===== config.mk =====
export PLATFORM = sky130hd
export DESIGN_NAME = fawc_top
export DESIGN_NICKNAME = d
export VERILOG_FILES = /design/src/verilog/fawc_pkg.sv /design/src/verilog/fawc_top.sv /design/src/verilog/fawc_timer.sv
export VERILOG_INCLUDE_DIRS = /design/src /design/src/verilog
export SDC_FILE = /design/constraint.sdc
export NUM_CORES = 2
export LEC_CHECK = 0
export BUFFER_PORTS_ARGS = -buffer_cell sky130_fd_sc_hd__buf_2
export CORE_MARGIN = 2
export CORE_UTILIZATION = 68
export DETAILED_ROUTE_END_ITERATION = 7
export PLACE_DENSITY = 0.85
export RECOVER_POWER = 50
export SLEW_MARGIN = 20
export SYNTH_ARGS = -nofsm -noshare
export SYNTH_HDL_FRONTEND = slang
export SYNTH_SLANG_ARGS = --single-unit
export TNS_END_PERCENT = 100

===== constraint.sdc =====
create_clock -name clk_i -period 6.6 [get_ports clk_i]
set_input_delay 1.32 -clock clk_i [delete_from_list [all_inputs] [get_ports clk_i]]
set_output_delay 1.32 -clock clk_i [all_outputs]
set_load 0.005 [all_outputs]

===== src/verilog/fawc_params.svh =====
// constants of the flash access and wait control block
`ifndef FAWC_PARAMS_SVH
`define FAWC_PARAMS_SVH
`define FAWC_CLK_MHZ 125
`define FAWC_T_ERASE_US 7000
`define FAWC_T_PROG_US 3000
`define FAWC_ERASE_CYC (`FAWC_T_ERASE_US * `FAWC_CLK_MHZ)
`define FAWC_PROG_CYC (`FAWC_T_PROG_US * `FAWC_CLK_MHZ)
`define FAWC_NUM_MOD 5
`define FAWC_MOD_WORDS 16
`define FAWC_ARRAY_WORDS (`FAWC_NUM_MOD * `FAWC_MOD_WORDS)
`define FAWC_MOD_POS 4
`define FAWC_PAGE_POS 2
`define FAWC_ERASED_WORD 16'hFFFF
`define FAWC_WS_SAFE 4'h4
`define FAWC_EXT_SAFE 2'h1
`define FAWC_NO_MOD 3'h7
`define FAWC_FREE_MOD 3'h4
`endif


===== src/verilog/fawc_pkg.sv =====
// types shared by the flash access and wait control block
package fawc_pkg;
  typedef enum {FAWC_IDLE, FAWC_WAIT} fawc_rd_state_e;
  typedef enum logic {FAWC_OP_ERASE, FAWC_OP_PROG} fawc_op_e;
  typedef logic [15:0] fawc_word_t;
  typedef logic [6:0] fawc_addr_t;
  typedef logic [19:0] fawc_len_t;
endpackage


===== src/verilog/fawc_top.sv =====
// flash access wait control: read timing, prefetch, cache, program/erase
`timescale 1ns/1ns
`default_nettype none
`include "fawc_params.svh"
module fawc_top #(
  parameter int ERASE_CYCLES = `FAWC_ERASE_CYC,
  parameter int PROG_CYCLES = `FAWC_PROG_CYC
) (
  input wire logic clk_i,
  input wire logic resetn_i,
  input wire logic [3:0] flash_wait_count_i,
  input wire logic [1:0] flash_wait_extension_i,
  input wire logic safe_access_after_reset_i,
  input wire logic rd_req_i,
  input wire fawc_pkg::fawc_addr_t rd_addr_i,
  input wire logic rd_cached_i,
  output logic rd_ready_o,
  output logic rd_valid_o,
  output fawc_pkg::fawc_word_t rd_data_o,
  input wire logic pe_req_i,
  input wire fawc_pkg::fawc_op_e pe_op_i,
  input wire fawc_pkg::fawc_addr_t pe_addr_i,
  input wire fawc_pkg::fawc_word_t pe_data_i,
  output logic pe_ack_o,
  output logic pe_reject_o,
  output logic [4:0] pe_busy_o,
  output logic [4:0] pe_done_o
);
  import fawc_pkg::*;

  fawc_rd_state_e state;
  fawc_word_t mem [0:`FAWC_ARRAY_WORDS-1];
  fawc_addr_t lat_addr;
  fawc_addr_t pf_addr;
  logic [4:0] cnt;
  logic [4:0] pf_cnt;
  logic pf_valid;
  logic lat_cached;
  logic [2:0] src_mod;
  logic [3:0] c_valid;
  logic [4:0] c_tag [0:3];
  fawc_op_e op_q [0:`FAWC_NUM_MOD-1];
  logic [3:0] word_q [0:`FAWC_NUM_MOD-1];
  fawc_word_t data_q [0:`FAWC_NUM_MOD-1];
  logic [4:0] start;

  // safe bit raises the settings to levels valid for any clock
  wire [3:0] ws_eff = (safe_access_after_reset_i && flash_wait_count_i < `FAWC_WS_SAFE) ?
    `FAWC_WS_SAFE : flash_wait_count_i;
  wire [1:0] ext_eff = (safe_access_after_reset_i && flash_wait_extension_i < `FAWC_EXT_SAFE) ?
    `FAWC_EXT_SAFE : flash_wait_extension_i;
  wire [4:0] base_wait = {1'b0, ws_eff} + {3'h0, ext_eff};
  wire [2:0] rd_mod = rd_addr_i[6:`FAWC_MOD_POS];
  wire [1:0] line = rd_addr_i[1:0];
  wire hit = rd_cached_i && c_valid[line] && (c_tag[line] == rd_addr_i[6:2]);
  wire seq = !rd_cached_i && pf_valid && (rd_addr_i == pf_addr);
  wire [4:0] wait_sel = hit ? 5'h00 :
    rd_cached_i ? base_wait + 5'h01 :
    seq ? pf_cnt : base_wait;
  wire accept = rd_req_i && (state == FAWC_IDLE);
  wire done_rd = (state == FAWC_WAIT) && (cnt == 5'h00);
  wire lat_in_range = lat_addr < 7'(`FAWC_ARRAY_WORDS);
  wire [2:0] pe_mod = pe_addr_i[6:`FAWC_MOD_POS];
  wire [7:0] busy8 = {3'h0, pe_busy_o};
  // a busy module, the module of the last accepted read or of a read accepted in the same cycle must not start; all others may run together
  wire pe_ok = pe_req_i && (pe_mod < 3'(`FAWC_NUM_MOD)) && !busy8[pe_mod] &&
    (pe_mod != src_mod) && !(accept && rd_mod == pe_mod);
  wire pe_done_any = |pe_done_o;

  assign rd_ready_o = (state == FAWC_IDLE);

  always_ff @(posedge clk_i or negedge resetn_i) begin
    if (!resetn_i) begin
      state <= FAWC_IDLE;
      cnt <= 5'h00;
      lat_addr <= 7'h00;
      lat_cached <= 1'b0;
    end else begin
      case (state)
        FAWC_IDLE: begin
          if (accept) begin
            state <= FAWC_WAIT;
            cnt <= wait_sel;
            lat_addr <= rd_addr_i;
            lat_cached <= rd_cached_i;
          end
        end
        FAWC_WAIT: begin
          if (cnt == 5'h00) begin
            state <= FAWC_IDLE;
          end else begin
            cnt <= cnt - 5'h01;
          end
        end
        default: state <= FAWC_IDLE;
      endcase
    end
  end

  // array is held in flops, so the cache keeps tags only
  always_ff @(posedge clk_i or negedge resetn_i) begin
    if (!resetn_i) begin
      rd_valid_o <= 1'b0;
      rd_data_o <= `FAWC_ERASED_WORD;
      src_mod <= `FAWC_NO_MOD;
    end else begin
      rd_valid_o <= done_rd;
      if (done_rd) begin
        rd_data_o <= lat_in_range ? mem[lat_addr] : `FAWC_ERASED_WORD;
      end
      if (accept) begin
        src_mod <= rd_mod;
      end
    end
  end

  always_ff @(posedge clk_i or negedge resetn_i) begin
    if (!resetn_i) begin
      c_valid <= 4'h0;
      for (int i = 0; i < 4; i++) begin
        c_tag[i] <= 5'h00;
      end
    end else if (pe_done_any) begin
      c_valid <= 4'h0; // stale lines would hide new array content
    end else if (done_rd && lat_cached) begin
      c_valid[lat_addr[1:0]] <= 1'b1;
      c_tag[lat_addr[1:0]] <= lat_addr[6:2];
    end
  end

  // prefetch of the next word runs out its wait behind the current uncached read
  always_ff @(posedge clk_i or negedge resetn_i) begin
    if (!resetn_i) begin
      pf_valid <= 1'b0;
      pf_addr <= 7'h00;
      pf_cnt <= 5'h00;
    end else if (done_rd && !lat_cached) begin
      pf_valid <= 1'b1;
      pf_addr <= lat_addr + 7'h01;
      pf_cnt <= base_wait;
    end else if (pf_cnt != 5'h00) begin
      pf_cnt <= pf_cnt - 5'h01;
    end
  end

  always_ff @(posedge clk_i or negedge resetn_i) begin
    if (!resetn_i) begin
      pe_ack_o <= 1'b0;
      pe_reject_o <= 1'b0;
    end else begin
      pe_ack_o <= pe_ok;
      pe_reject_o <= pe_req_i && !pe_ok;
    end
  end

  for (genvar m = 0; m < `FAWC_NUM_MOD; m++) begin : g_mod
    assign start[m] = pe_ok && (pe_mod == 3'(m));
    always_ff @(posedge clk_i or negedge resetn_i) begin
      if (!resetn_i) begin
        op_q[m] <= FAWC_OP_ERASE;
        word_q[m] <= 4'h0;
        data_q[m] <= `FAWC_ERASED_WORD;
      end else if (start[m]) begin
        op_q[m] <= pe_op_i;
        word_q[m] <= pe_addr_i[3:0];
        data_q[m] <= pe_data_i;
      end
    end
    fawc_timer fawc_timer_i (
      .clk_i(clk_i),
      .resetn_i(resetn_i),
      .start_i(start[m]),
      .len_i((pe_op_i == FAWC_OP_PROG) ? 20'(PROG_CYCLES) : 20'(ERASE_CYCLES)),
      .busy_o(pe_busy_o[m]),
      .done_o(pe_done_o[m])
    );
  end

  // array content changes only when an operation ends
  always_ff @(posedge clk_i or negedge resetn_i) begin
    if (!resetn_i) begin
      for (int i = 0; i < `FAWC_ARRAY_WORDS; i++) begin
        mem[i] <= `FAWC_ERASED_WORD;
      end
    end else begin
      for (int m = 0; m < `FAWC_NUM_MOD; m++) begin
        for (int w = 0; w < `FAWC_MOD_WORDS; w++) begin
          if (pe_done_o[m] && op_q[m] == FAWC_OP_ERASE &&
              w[3:`FAWC_PAGE_POS] == word_q[m][3:`FAWC_PAGE_POS]) begin
            mem[m * `FAWC_MOD_WORDS + w] <= `FAWC_ERASED_WORD;
          end else if (pe_done_o[m] && op_q[m] == FAWC_OP_PROG && w[3:0] == word_q[m]) begin
            mem[m * `FAWC_MOD_WORDS + w] <= data_q[m];
          end
        end
      end
    end
  end

  // helper: latency and kind of the read in flight
  logic [5:0] lat;
  logic k_hit, k_miss, k_seq, any_pe;
  logic [4:0] k_base;
  always_ff @(posedge clk_i or negedge resetn_i) begin
    if (!resetn_i) begin
      lat <= 6'h00;
      k_hit <= 1'b0;
      k_miss <= 1'b0;
      k_seq <= 1'b0;
      k_base <= 5'h00;
      any_pe <= 1'b0;
    end else begin
      lat <= accept ? 6'h01 : lat + 6'h01;
      if (accept) begin
        k_hit <= hit;
        k_miss <= rd_cached_i && !hit;
        k_seq <= seq;
        k_base <= base_wait;
      end
      if (pe_ack_o) begin
        any_pe <= 1'b1;
      end
    end
  end

  property p_random_wait;
    @(posedge clk_i) disable iff (!resetn_i)
      (rd_valid_o && !k_hit && !k_miss && !k_seq) |-> (lat == {1'b0, k_base} + 6'h02);
  endproperty
  a_random_wait: assert property (p_random_wait) else $error("random read latency");

  property p_hit_fast;
    @(posedge clk_i) disable iff (!resetn_i)
      (accept && hit) |-> ##2 rd_valid_o;
  endproperty
  a_hit_fast: assert property (p_hit_fast) else $error("cache hit not zero wait");

  property p_miss_extra;
    @(posedge clk_i) disable iff (!resetn_i)
      (rd_valid_o && k_miss) |-> (lat == {1'b0, k_base} + 6'h03);
  endproperty
  a_miss_extra: assert property (p_miss_extra) else $error("cache miss latency");

  property p_seq_bound;
    @(posedge clk_i) disable iff (!resetn_i)
      (rd_valid_o && k_seq) |-> (lat <= {1'b0, k_base} + 6'h02);
  endproperty
  a_seq_bound: assert property (p_seq_bound) else $error("sequential read too slow");

  property p_prefetch_ready;
    @(posedge clk_i) disable iff (!resetn_i)
      (accept && seq && pf_cnt == 5'h00) |=> !rd_valid_o ##1 rd_valid_o;
  endproperty
  a_prefetch_ready: assert property (p_prefetch_ready) else $error("prefetch not used");

  property p_no_pe_on_read;
    @(posedge clk_i) disable iff (!resetn_i)
      pe_req_i && (pe_mod == src_mod) |=> pe_reject_o && !pe_ack_o;
  endproperty
  a_no_pe_on_read: assert property (p_no_pe_on_read) else $error("read module accepted");

  property p_free_mod;
    @(posedge clk_i) disable iff (!resetn_i)
      (pe_req_i && pe_mod == `FAWC_FREE_MOD && !pe_busy_o[4] && src_mod != `FAWC_FREE_MOD &&
       !(accept && rd_mod == `FAWC_FREE_MOD)) |=> pe_ack_o ##1 pe_busy_o[4];
  endproperty
  a_free_mod: assert property (p_free_mod) else $error("module four refused");

  property p_parallel;
    @(posedge clk_i) disable iff (!resetn_i)
      (pe_req_i && pe_mod < 3'(`FAWC_NUM_MOD) && !busy8[pe_mod] && pe_mod != src_mod &&
       !(accept && rd_mod == pe_mod)) |=> pe_ack_o;
  endproperty
  a_parallel: assert property (p_parallel) else $error("idle module refused");

  property p_erased;
    @(posedge clk_i) disable iff (!resetn_i)
      (rd_valid_o && !any_pe) |-> (rd_data_o == `FAWC_ERASED_WORD);
  endproperty
  a_erased: assert property (p_erased) else $error("array not erased at start");

  c_hit: cover property (@(posedge clk_i) disable iff (!resetn_i) accept && hit);
  c_seq: cover property (@(posedge clk_i) disable iff (!resetn_i) accept && seq);
  c_two_pe: cover property (@(posedge clk_i) disable iff (!resetn_i) pe_busy_o[0] && pe_busy_o[4]);
  c_reject: cover property (@(posedge clk_i) disable iff (!resetn_i) pe_reject_o);
endmodule
`default_nettype wire


===== src/verilog/fawc_timer.sv =====
// program/erase duration timer of one flash module
`timescale 1ns/1ns
`default_nettype none
module fawc_timer (
  input wire logic clk_i,
  input wire logic resetn_i,
  input wire logic start_i,
  input wire fawc_pkg::fawc_len_t len_i,
  output logic busy_o,
  output logic done_o
);
  import fawc_pkg::*;
  fawc_len_t cnt;
  fawc_len_t age;
  fawc_len_t len_q;

  always_ff @(posedge clk_i or negedge resetn_i) begin
    if (!resetn_i) begin
      busy_o <= 1'b0;
      done_o <= 1'b0;
      cnt <= 20'h00000;
    end else begin
      done_o <= busy_o && (cnt == 20'h00000);
      if (start_i && !busy_o) begin
        busy_o <= 1'b1;
        cnt <= len_i - 20'h00001;
      end else if (busy_o) begin
        if (cnt == 20'h00000) begin
          busy_o <= 1'b0;
        end else begin
          cnt <= cnt - 20'h00001;
        end
      end
    end
  end

  // helper: busy cycles seen since start
  always_ff @(posedge clk_i or negedge resetn_i) begin
    if (!resetn_i) begin
      age <= 20'h00000;
      len_q <= 20'h00000;
    end else if (start_i && !busy_o) begin
      age <= 20'h00000;
      len_q <= len_i;
    end else if (busy_o) begin
      age <= age + 20'h00001;
    end
  end

  property p_duration;
    @(posedge clk_i) disable iff (!resetn_i)
      $rose(done_o) |-> (age == len_q);
  endproperty
  a_duration: assert property (p_duration) else $error("operation length wrong");

  property p_busy_held;
    @(posedge clk_i) disable iff (!resetn_i)
      (busy_o && cnt != 20'h00000) |=> busy_o && !done_o;
  endproperty
  a_busy_held: assert property (p_busy_held) else $error("busy dropped early");
endmodule
`default_nettype wire


======== Yosys cells after proc, flatten, opt, wreduce, memory -nomap -nowiden ========
Cells that the tools add are included.
word-level totals
  register bits after elaboration ......... 1599
  input bits .............................. 43
  logic and storage cells ................. 761
operators by class
  add/subtract/negate cells ............... 11
  order comparisons ....................... 12
  equality and inequality tests ........... 108
  mux-type cells .......................... 222
  bitwise gates (word level) .............. 10
  reductions and logical operators ........ 271
operators with widths
  operator                                                                count
  16-bit 2-to-1 mux                                                       163
  20-bit 2-to-1 mux                                                       16
  2-bit nonzero test                                                      88
  4-bit equality test, first input constant                               40
  1-bit logical AND                                                       143
  20-bit by 1-bit subtractor with 20-bit output, second input constant    6
  16-bit binary-select mux with 7-bit select                              1
  20-bit logical NOT                                                      5
  3-bit by 4-bit equality test with 1-bit output, first input constant    20
  32-bit logical NOT                                                      2
  32-bit 2-to-1 mux                                                       2
  32-bit one-hot mux with 2 select lines                                  1
  5-bit 2-to-1 mux                                                        10
  2-bit by 4-bit equality test with 1-bit output, first input constant    10
  32-bit by 1-bit equality test with 1-bit output, second input constant  1
  32-bit by 2-bit equality test with 1-bit output, second input constant  1
  20-bit bitwise mux                                                      1
  1-bit by 4-bit equality test with 1-bit output, first input constant    5
  2-bit equality test, first input constant                               10
  4-bit logical NOT                                                       5
  1-bit 2-to-1 mux                                                        18
  2-bit != test, second input constant                                    8
  2-bit AND reduction                                                     8
  4-bit 2-to-1 mux                                                        3
  other kinds (40)                                                        67

======== Longest topological paths before layout ========
  word-level depth ........................ 10
  mapped depth ............................ 11
  depth with buffers taken out ............ 11

======== Cells and area by module ========
From an unflattened synthesis, not the netlist that was laid out.
second synthesis, totals
  cells, all modules ...................... 7316
  area total of the unflattened synthesis .. 75836.5 um^2
modules (own cells, without submodules)
  module      instances  cells an instance  area each (um^2)
  fawc_top    1          6181               66427.5
  fawc_timer  5          227                1881.8

======== Least setup slack after synthesis ========
Ideal clock, no wire load.
  kind .................................... input -> register
  start ................................... input safe_access_after_reset_i
  end ..................................... register cnt[3]
  setup time .............................. 0.090 ns
  arrival time ............................ 3.352 ns
  required time ........................... 6.510 ns
  path slack .............................. 3.158 ns
  stages .................................. 11
  path buffers ............................ 0
  path through ............................ nor2b_1 -> nor2b_1 -> nor2b_1 -> ha_1 -> inv_1 -> fa_1 -> or3_1 -> a211oi_1 -> xor2_1 -> mux2i_1 -> o221ai_1
between the ends
  cells in the longest elaborated chain, start to end .. 8
  elaborated cells on any way between the ends .. 11
RTL lines
  item                                                                        RTL line                        text
  from (decl)                                                                 fawc_top.sv:13                  input wire logic safe_access_after_reset_i,
  1-bit logical AND (no source line)                                          -
  4-bit 2-to-1 mux or 2-bit 2-to-1 mux (tied branches)                        fawc_top.sv:48, fawc_top.sv:50
  4-bit by 2-bit adder with 5-bit output *                                    fawc_top.sv:52                  wire [4:0] base_wait = {1'b0, ws_eff} + {3'h0, ext_eff};
  5-bit by 1-bit adder with 5-bit output or 5-bit 2-to-1 mux (tied branches)  fawc_top.sv:58, fawc_top.sv:59
  5-bit 2-to-1 mux *                                                          fawc_top.sv:58                  rd_cached_i ? base_wait + 5'h01 :
  5-bit 2-to-1 mux *                                                          fawc_top.sv:57                  wire [4:0] wait_sel = hit ? 5'h00 :
  5-bit 2-to-1 mux *                                                          fawc_top.sv:81                  if (accept) begin
  5-bit one-hot mux with 2 select lines *                                     fawc_top.sv:79                  case (state)
  to (signal assigned)                                                        fawc_top.sv:83                  cnt <= wait_sel;
  to (signal assigned)                                                        fawc_top.sv:92                  cnt <= cnt - 5'h01;
  to (decl)                                                                   fawc_top.sv:35                  logic [4:0] cnt;
Every way passes the cells marked *; elsewhere a longest branch is shown, timed or not. The select of a mux whose other input is x is not followed.
A chain may end at the register's enable or synchronous reset.

======== Final worst setup path ========
  start ................................... register lat_addr[0]
  end ..................................... register rd_data_o[2]
between the ends
  cells in the longest elaborated chain, start to end .. 5
  elaborated cells on any way between the ends .. 6
RTL lines
  item                                                    RTL line         text
  from (decl)                                             fawc_top.sv:33   fawc_addr_t lat_addr;
  from (signal assigned)                                  fawc_top.sv:84   lat_addr <= rd_addr_i;
  7-bit inverter with 8-bit output (not written as such)  fawc_top.sv:109  rd_data_o <= lat_in_range ? mem[lat_addr] : `FAWC_ERASED_WORD;
  16-bit binary-select mux with 7-bit select              fawc_top.sv:109
  16-bit 2-to-1 mux (not written as such) (2 in a row)    fawc_top.sv:109
  16-bit 2-to-1 mux (no source line) *                    -
  to (signal assigned)                                    fawc_top.sv:104  rd_data_o <= `FAWC_ERASED_WORD;
  to (signal assigned)                                    fawc_top.sv:109
  to (decl)                                               fawc_top.sv:19   output fawc_pkg::fawc_word_t rd_data_o,
Marks and branches as above.

==> results_dict.tcl <==
set metrics [dict create \
    clock-root-buffer "clkbuf_16" \
    ctsHoldBuffers 0 \
    syn-cell-area_um2 71900 \
    ys.flop_type "dfstp_2" \
    critPathTopFamily "buffers and inverters" \
    drt-met1-wl_um 74800 \
    synthArstFlopShare_pct 100 \
    die_x_um 329 \
    final_nets 6916 \
    maxSlewViolCount 279 \
    wirelength_um 208000 \
    drt_iter0_drc 6255 \
    clock.fmax_mhz 208 \
    min_path_type "register to register" \
    hold-worst-slack_ps 470 \
    drive_above_1_share_pct 31.6 \
    rsz0062_at_grt "false" \
    clk_pin_slew_ps 60 \
    synthTopCellsByArea "dfstp_2, nand2_1, o21ai_0" \
    wl_met3_um 25000 \
    cts.sinks 1568 \
    synth_top_area_share_pct 50.4 \
    routed-wl-met2_um 93900 \
    grt_overflow_total 0 \
    die_area_um2 108000 \
    postSynthAreaPerCell_um2 10.3 \
    drtAntennaViolNets 0 \
    p_leak_nw 28.3 \
    setup_viol 0 \
    cts_buffers 157 \
    cp-startpoint "lat_addr[0]$_DFFE_PN0P_" \
    io_pins 73 \
    syn_inst 7013 \
    vias 56199 \
    crit_path_end_kind "register" \
    globalplace.congestion 0.926 \
    critPathBufInv 3 \
    syn_nets 7072 \
    violations "max-capacitance violations, max-slew violations" \
    portBuffers 72 \
    yosysUniqueCellTypes 74 \
    ir_drop_mv 0.327 \
    hold_viol 0 \
    grt_pass1_vias 55856 \
    max-cap-violations 5 \
    via_per_inst 6.71 \
    timing.rr.start "lat_addr[0]$_DFFE_PN0P_" \
    clockBufferDepth 3 \
    dp_hpwl_um 131000 \
    synth_edf_count 0 \
    crit_fanout 50 \
    cp.required_ps 7290 \
    slew_headroom_pct -176 \
    cp_cell_sequence "clkbuf_1 > buf_4 > mux4_2 > inv_1 > o32ai_1 > a221oi_1 > a21o_1 > a21oi_1" \
    worstHoldStart "c_valid[2]$_DFFE_PN0P_" \
    critPathMaxStageDelay_ps 1490 \
    drc_errors 0 \
    ys_seq_area_share_pct 57.0 \
    power.density_nw_per_um2 306 \
    status "complete, but fails checks" \
    htreeDepth 4 \
    fp-row-count 119 \
    grt_max_degree 195 \
    post-cts-setup-buffer-count 0 \
    initial_utilization_pct 68.4 \
    post-place-ws_ps 2240 \
    fin_ws_ps 1790 \
    critPathLaunchType "register" \
    critical_path.slowest_cell "clkbuf_1" \
    period_needed_ps 4810 \
    period_share_pct 72.9 \
    grt_first_pass_wirelength_um 322000 \
    area_growth_pct 8.72 \
    yosys_warnings 0 \
    highest_layer "met5" \
    yosysTopAreaCell "dfstp_2" \
    fin_setup_tns_ps 0 \
    synth-seq-cells 1568 \
    clock_skew_ps 34.5 \
    core_area_um2 105000 \
    wire_per_inst_um 24.9 \
    tightest_slew_ps 4150 \
    grtUsageTotal_pct 38.8 \
    cts_tree "built" \
    clk-insertion-delay-late_ps 800 \
    drt_first_pass_iters 6 \
    cp.arrival_ps 5500 \
    critPathKind "register to register" \
    antenna_found_initial 13 \
    cts_resized 0 \
    chipHeight_um 329 \
]
cell usage after synthesis, types with 12 or more instances:
library cell / n
inv_1: 56
nand4_1: 13
buf_4: 15
o41ai_1: 12
o21ai_0: 1185
ha_1: 15
xnor2_1: 54
o22ai_1: 72
nand3_1: 50
nor4_1: 37
mux4_2: 230
nor2b_1: 65
a211oi_1: 48
or3_1: 26
buf_1: 24
a221oi_1: 18
a21boi_0: 15
o32ai_1: 12
a21oi_1: 241
mux2_2: 117
nand2b_1: 25
a31oi_1: 12
mux2i_1: 146
a21o_1: 16
buf_2: 48
nor3_1: 62
and3_1: 18
dfrtp_1: 189
xor2_1: 30
clkbuf_1: 391
dfstp_2: 1379
nor2_1: 591
a22oi_1: 31
nand2_1: 1654
area by class of cell:
| class | count | area, um2 |
|---|---|---|
| tap | 1391 | 1740 |
| multi-input combinational | 4910 | 29000 |
| sequential | 1568 | 41000 |
| clock inverter | 53 | 529 |
| timing repair buffer | 164 | 1170 |
| inverter | 56 | 210 |
| antenna | 11 | 27.5 |
| clock buffer | 227 | 4510 |
| fill | 6585 | 26900 |
power by group:
| part | total, mW | internal (mW) | switching, mW |
|---|---|---|---|
| sequential | 10.4 | 9.94 | 0.447 |
| clock | 8.84 | 5.00 | 3.84 |
| combinational | 4.73 | 1.60 | 3.13 |
| total | 24.0 | 16.5 | 7.42 |
cell families (layout without fill, tap and decap cells):
kind of cell             after synthesis  after routing  share of synthesized area, %
buffers and inverters                535            500                          2.96
AND/OR/NAND/NOR                     2616           2616                          14.9
XOR/XNOR                              84             84                          1.02
AO/OA/AOI/OAI                       1701           1701                          12.8
multiplexers                         493            493                          11.1
other                                  0             11                             0
flip-flops                          1568           1568                          57.0
adder cells (fa/ha/maj)               16             16                         0.289
state kept, by name, indices dropped and copies added (netlist names), 3 cells and up:
| signal | count |
|---|---|
| word_q | 20 |
| mem | 1280 |
| g_mod.fawc_timer_i.busy_o | 5 |
| c_tag | 20 |
| op_q | 5 |
| g_mod.fawc_timer_i.cnt | 100 |
| pf_addr | 7 |
| pf_cnt | 5 |
| rd_data_o | 16 |
| src_mod | 3 |
| cnt | 5 |
| data_q | 80 |
| c_valid | 4 |
| lat_addr | 7 |
| g_mod.fawc_timer_i.done_o | 5 |
tightest hold or removal path: cells and delay by family (launching register included):
family | cells | cell delay, ps
DFF | 1 | 340
and+or+nand+nor | 2 | 100
path summary, 6_finish.rpt:
kind	cells after the start	endpoint	slack [ps]
max	8	rd_data_o[2]$_DFFE_PN1P_	1790
min	2	c_valid[2]$_DFFE_PN0P_	470
max reg2reg	8	rd_data_o[2]$_DFFE_PN1P_	1790
min reg2reg	2	c_valid[2]$_DFFE_PN0P_	470
max in group asynchronous	2	lat_addr[2]$_DFFE_PN0P_	2010
min in group asynchronous	1	word_q[18]$_DFFE_PN0P_	2070
per-layer routing:
metal,vias up,track usage (%)
li1,23889,-
met1,27960,50.2
met2,3474,57.8
met3,858,11.7
met4,18,24.3
met5,-,0
per-stage QoR:
stage	instance area (um2)	cells	util (%)	total power [mW]
after floorplan	71900	7013	-	13.3
after global placement	73000	8088	69.5	15.0
after detailed placement	73100	8088	69.5	15.0
after CTS	78100	8368	74.3	23.8
after global routing	78200	8369	74.4	24.5
final	78200	8380	74.4	24.0
cells in the final DEF, fill, tap and decap left out, drive strengths merged, types with 36 or more instances in the layout:
cell type / instances
a211oi: 48
a21oi: 242
buf: 153
clkbuf: 238
clkinv: 36
dfrtp: 189
dfstp: 1379
inv: 67
mux2: 117
mux2i: 146
mux4: 230
nand2: 1654
nand3: 50
nor2: 591
nor2b: 65
nor3: 65
nor4: 37
o21ai: 1186
o22ai: 72
xnor2: 54
Note: power is estimated with default switching activity, not from simulation.
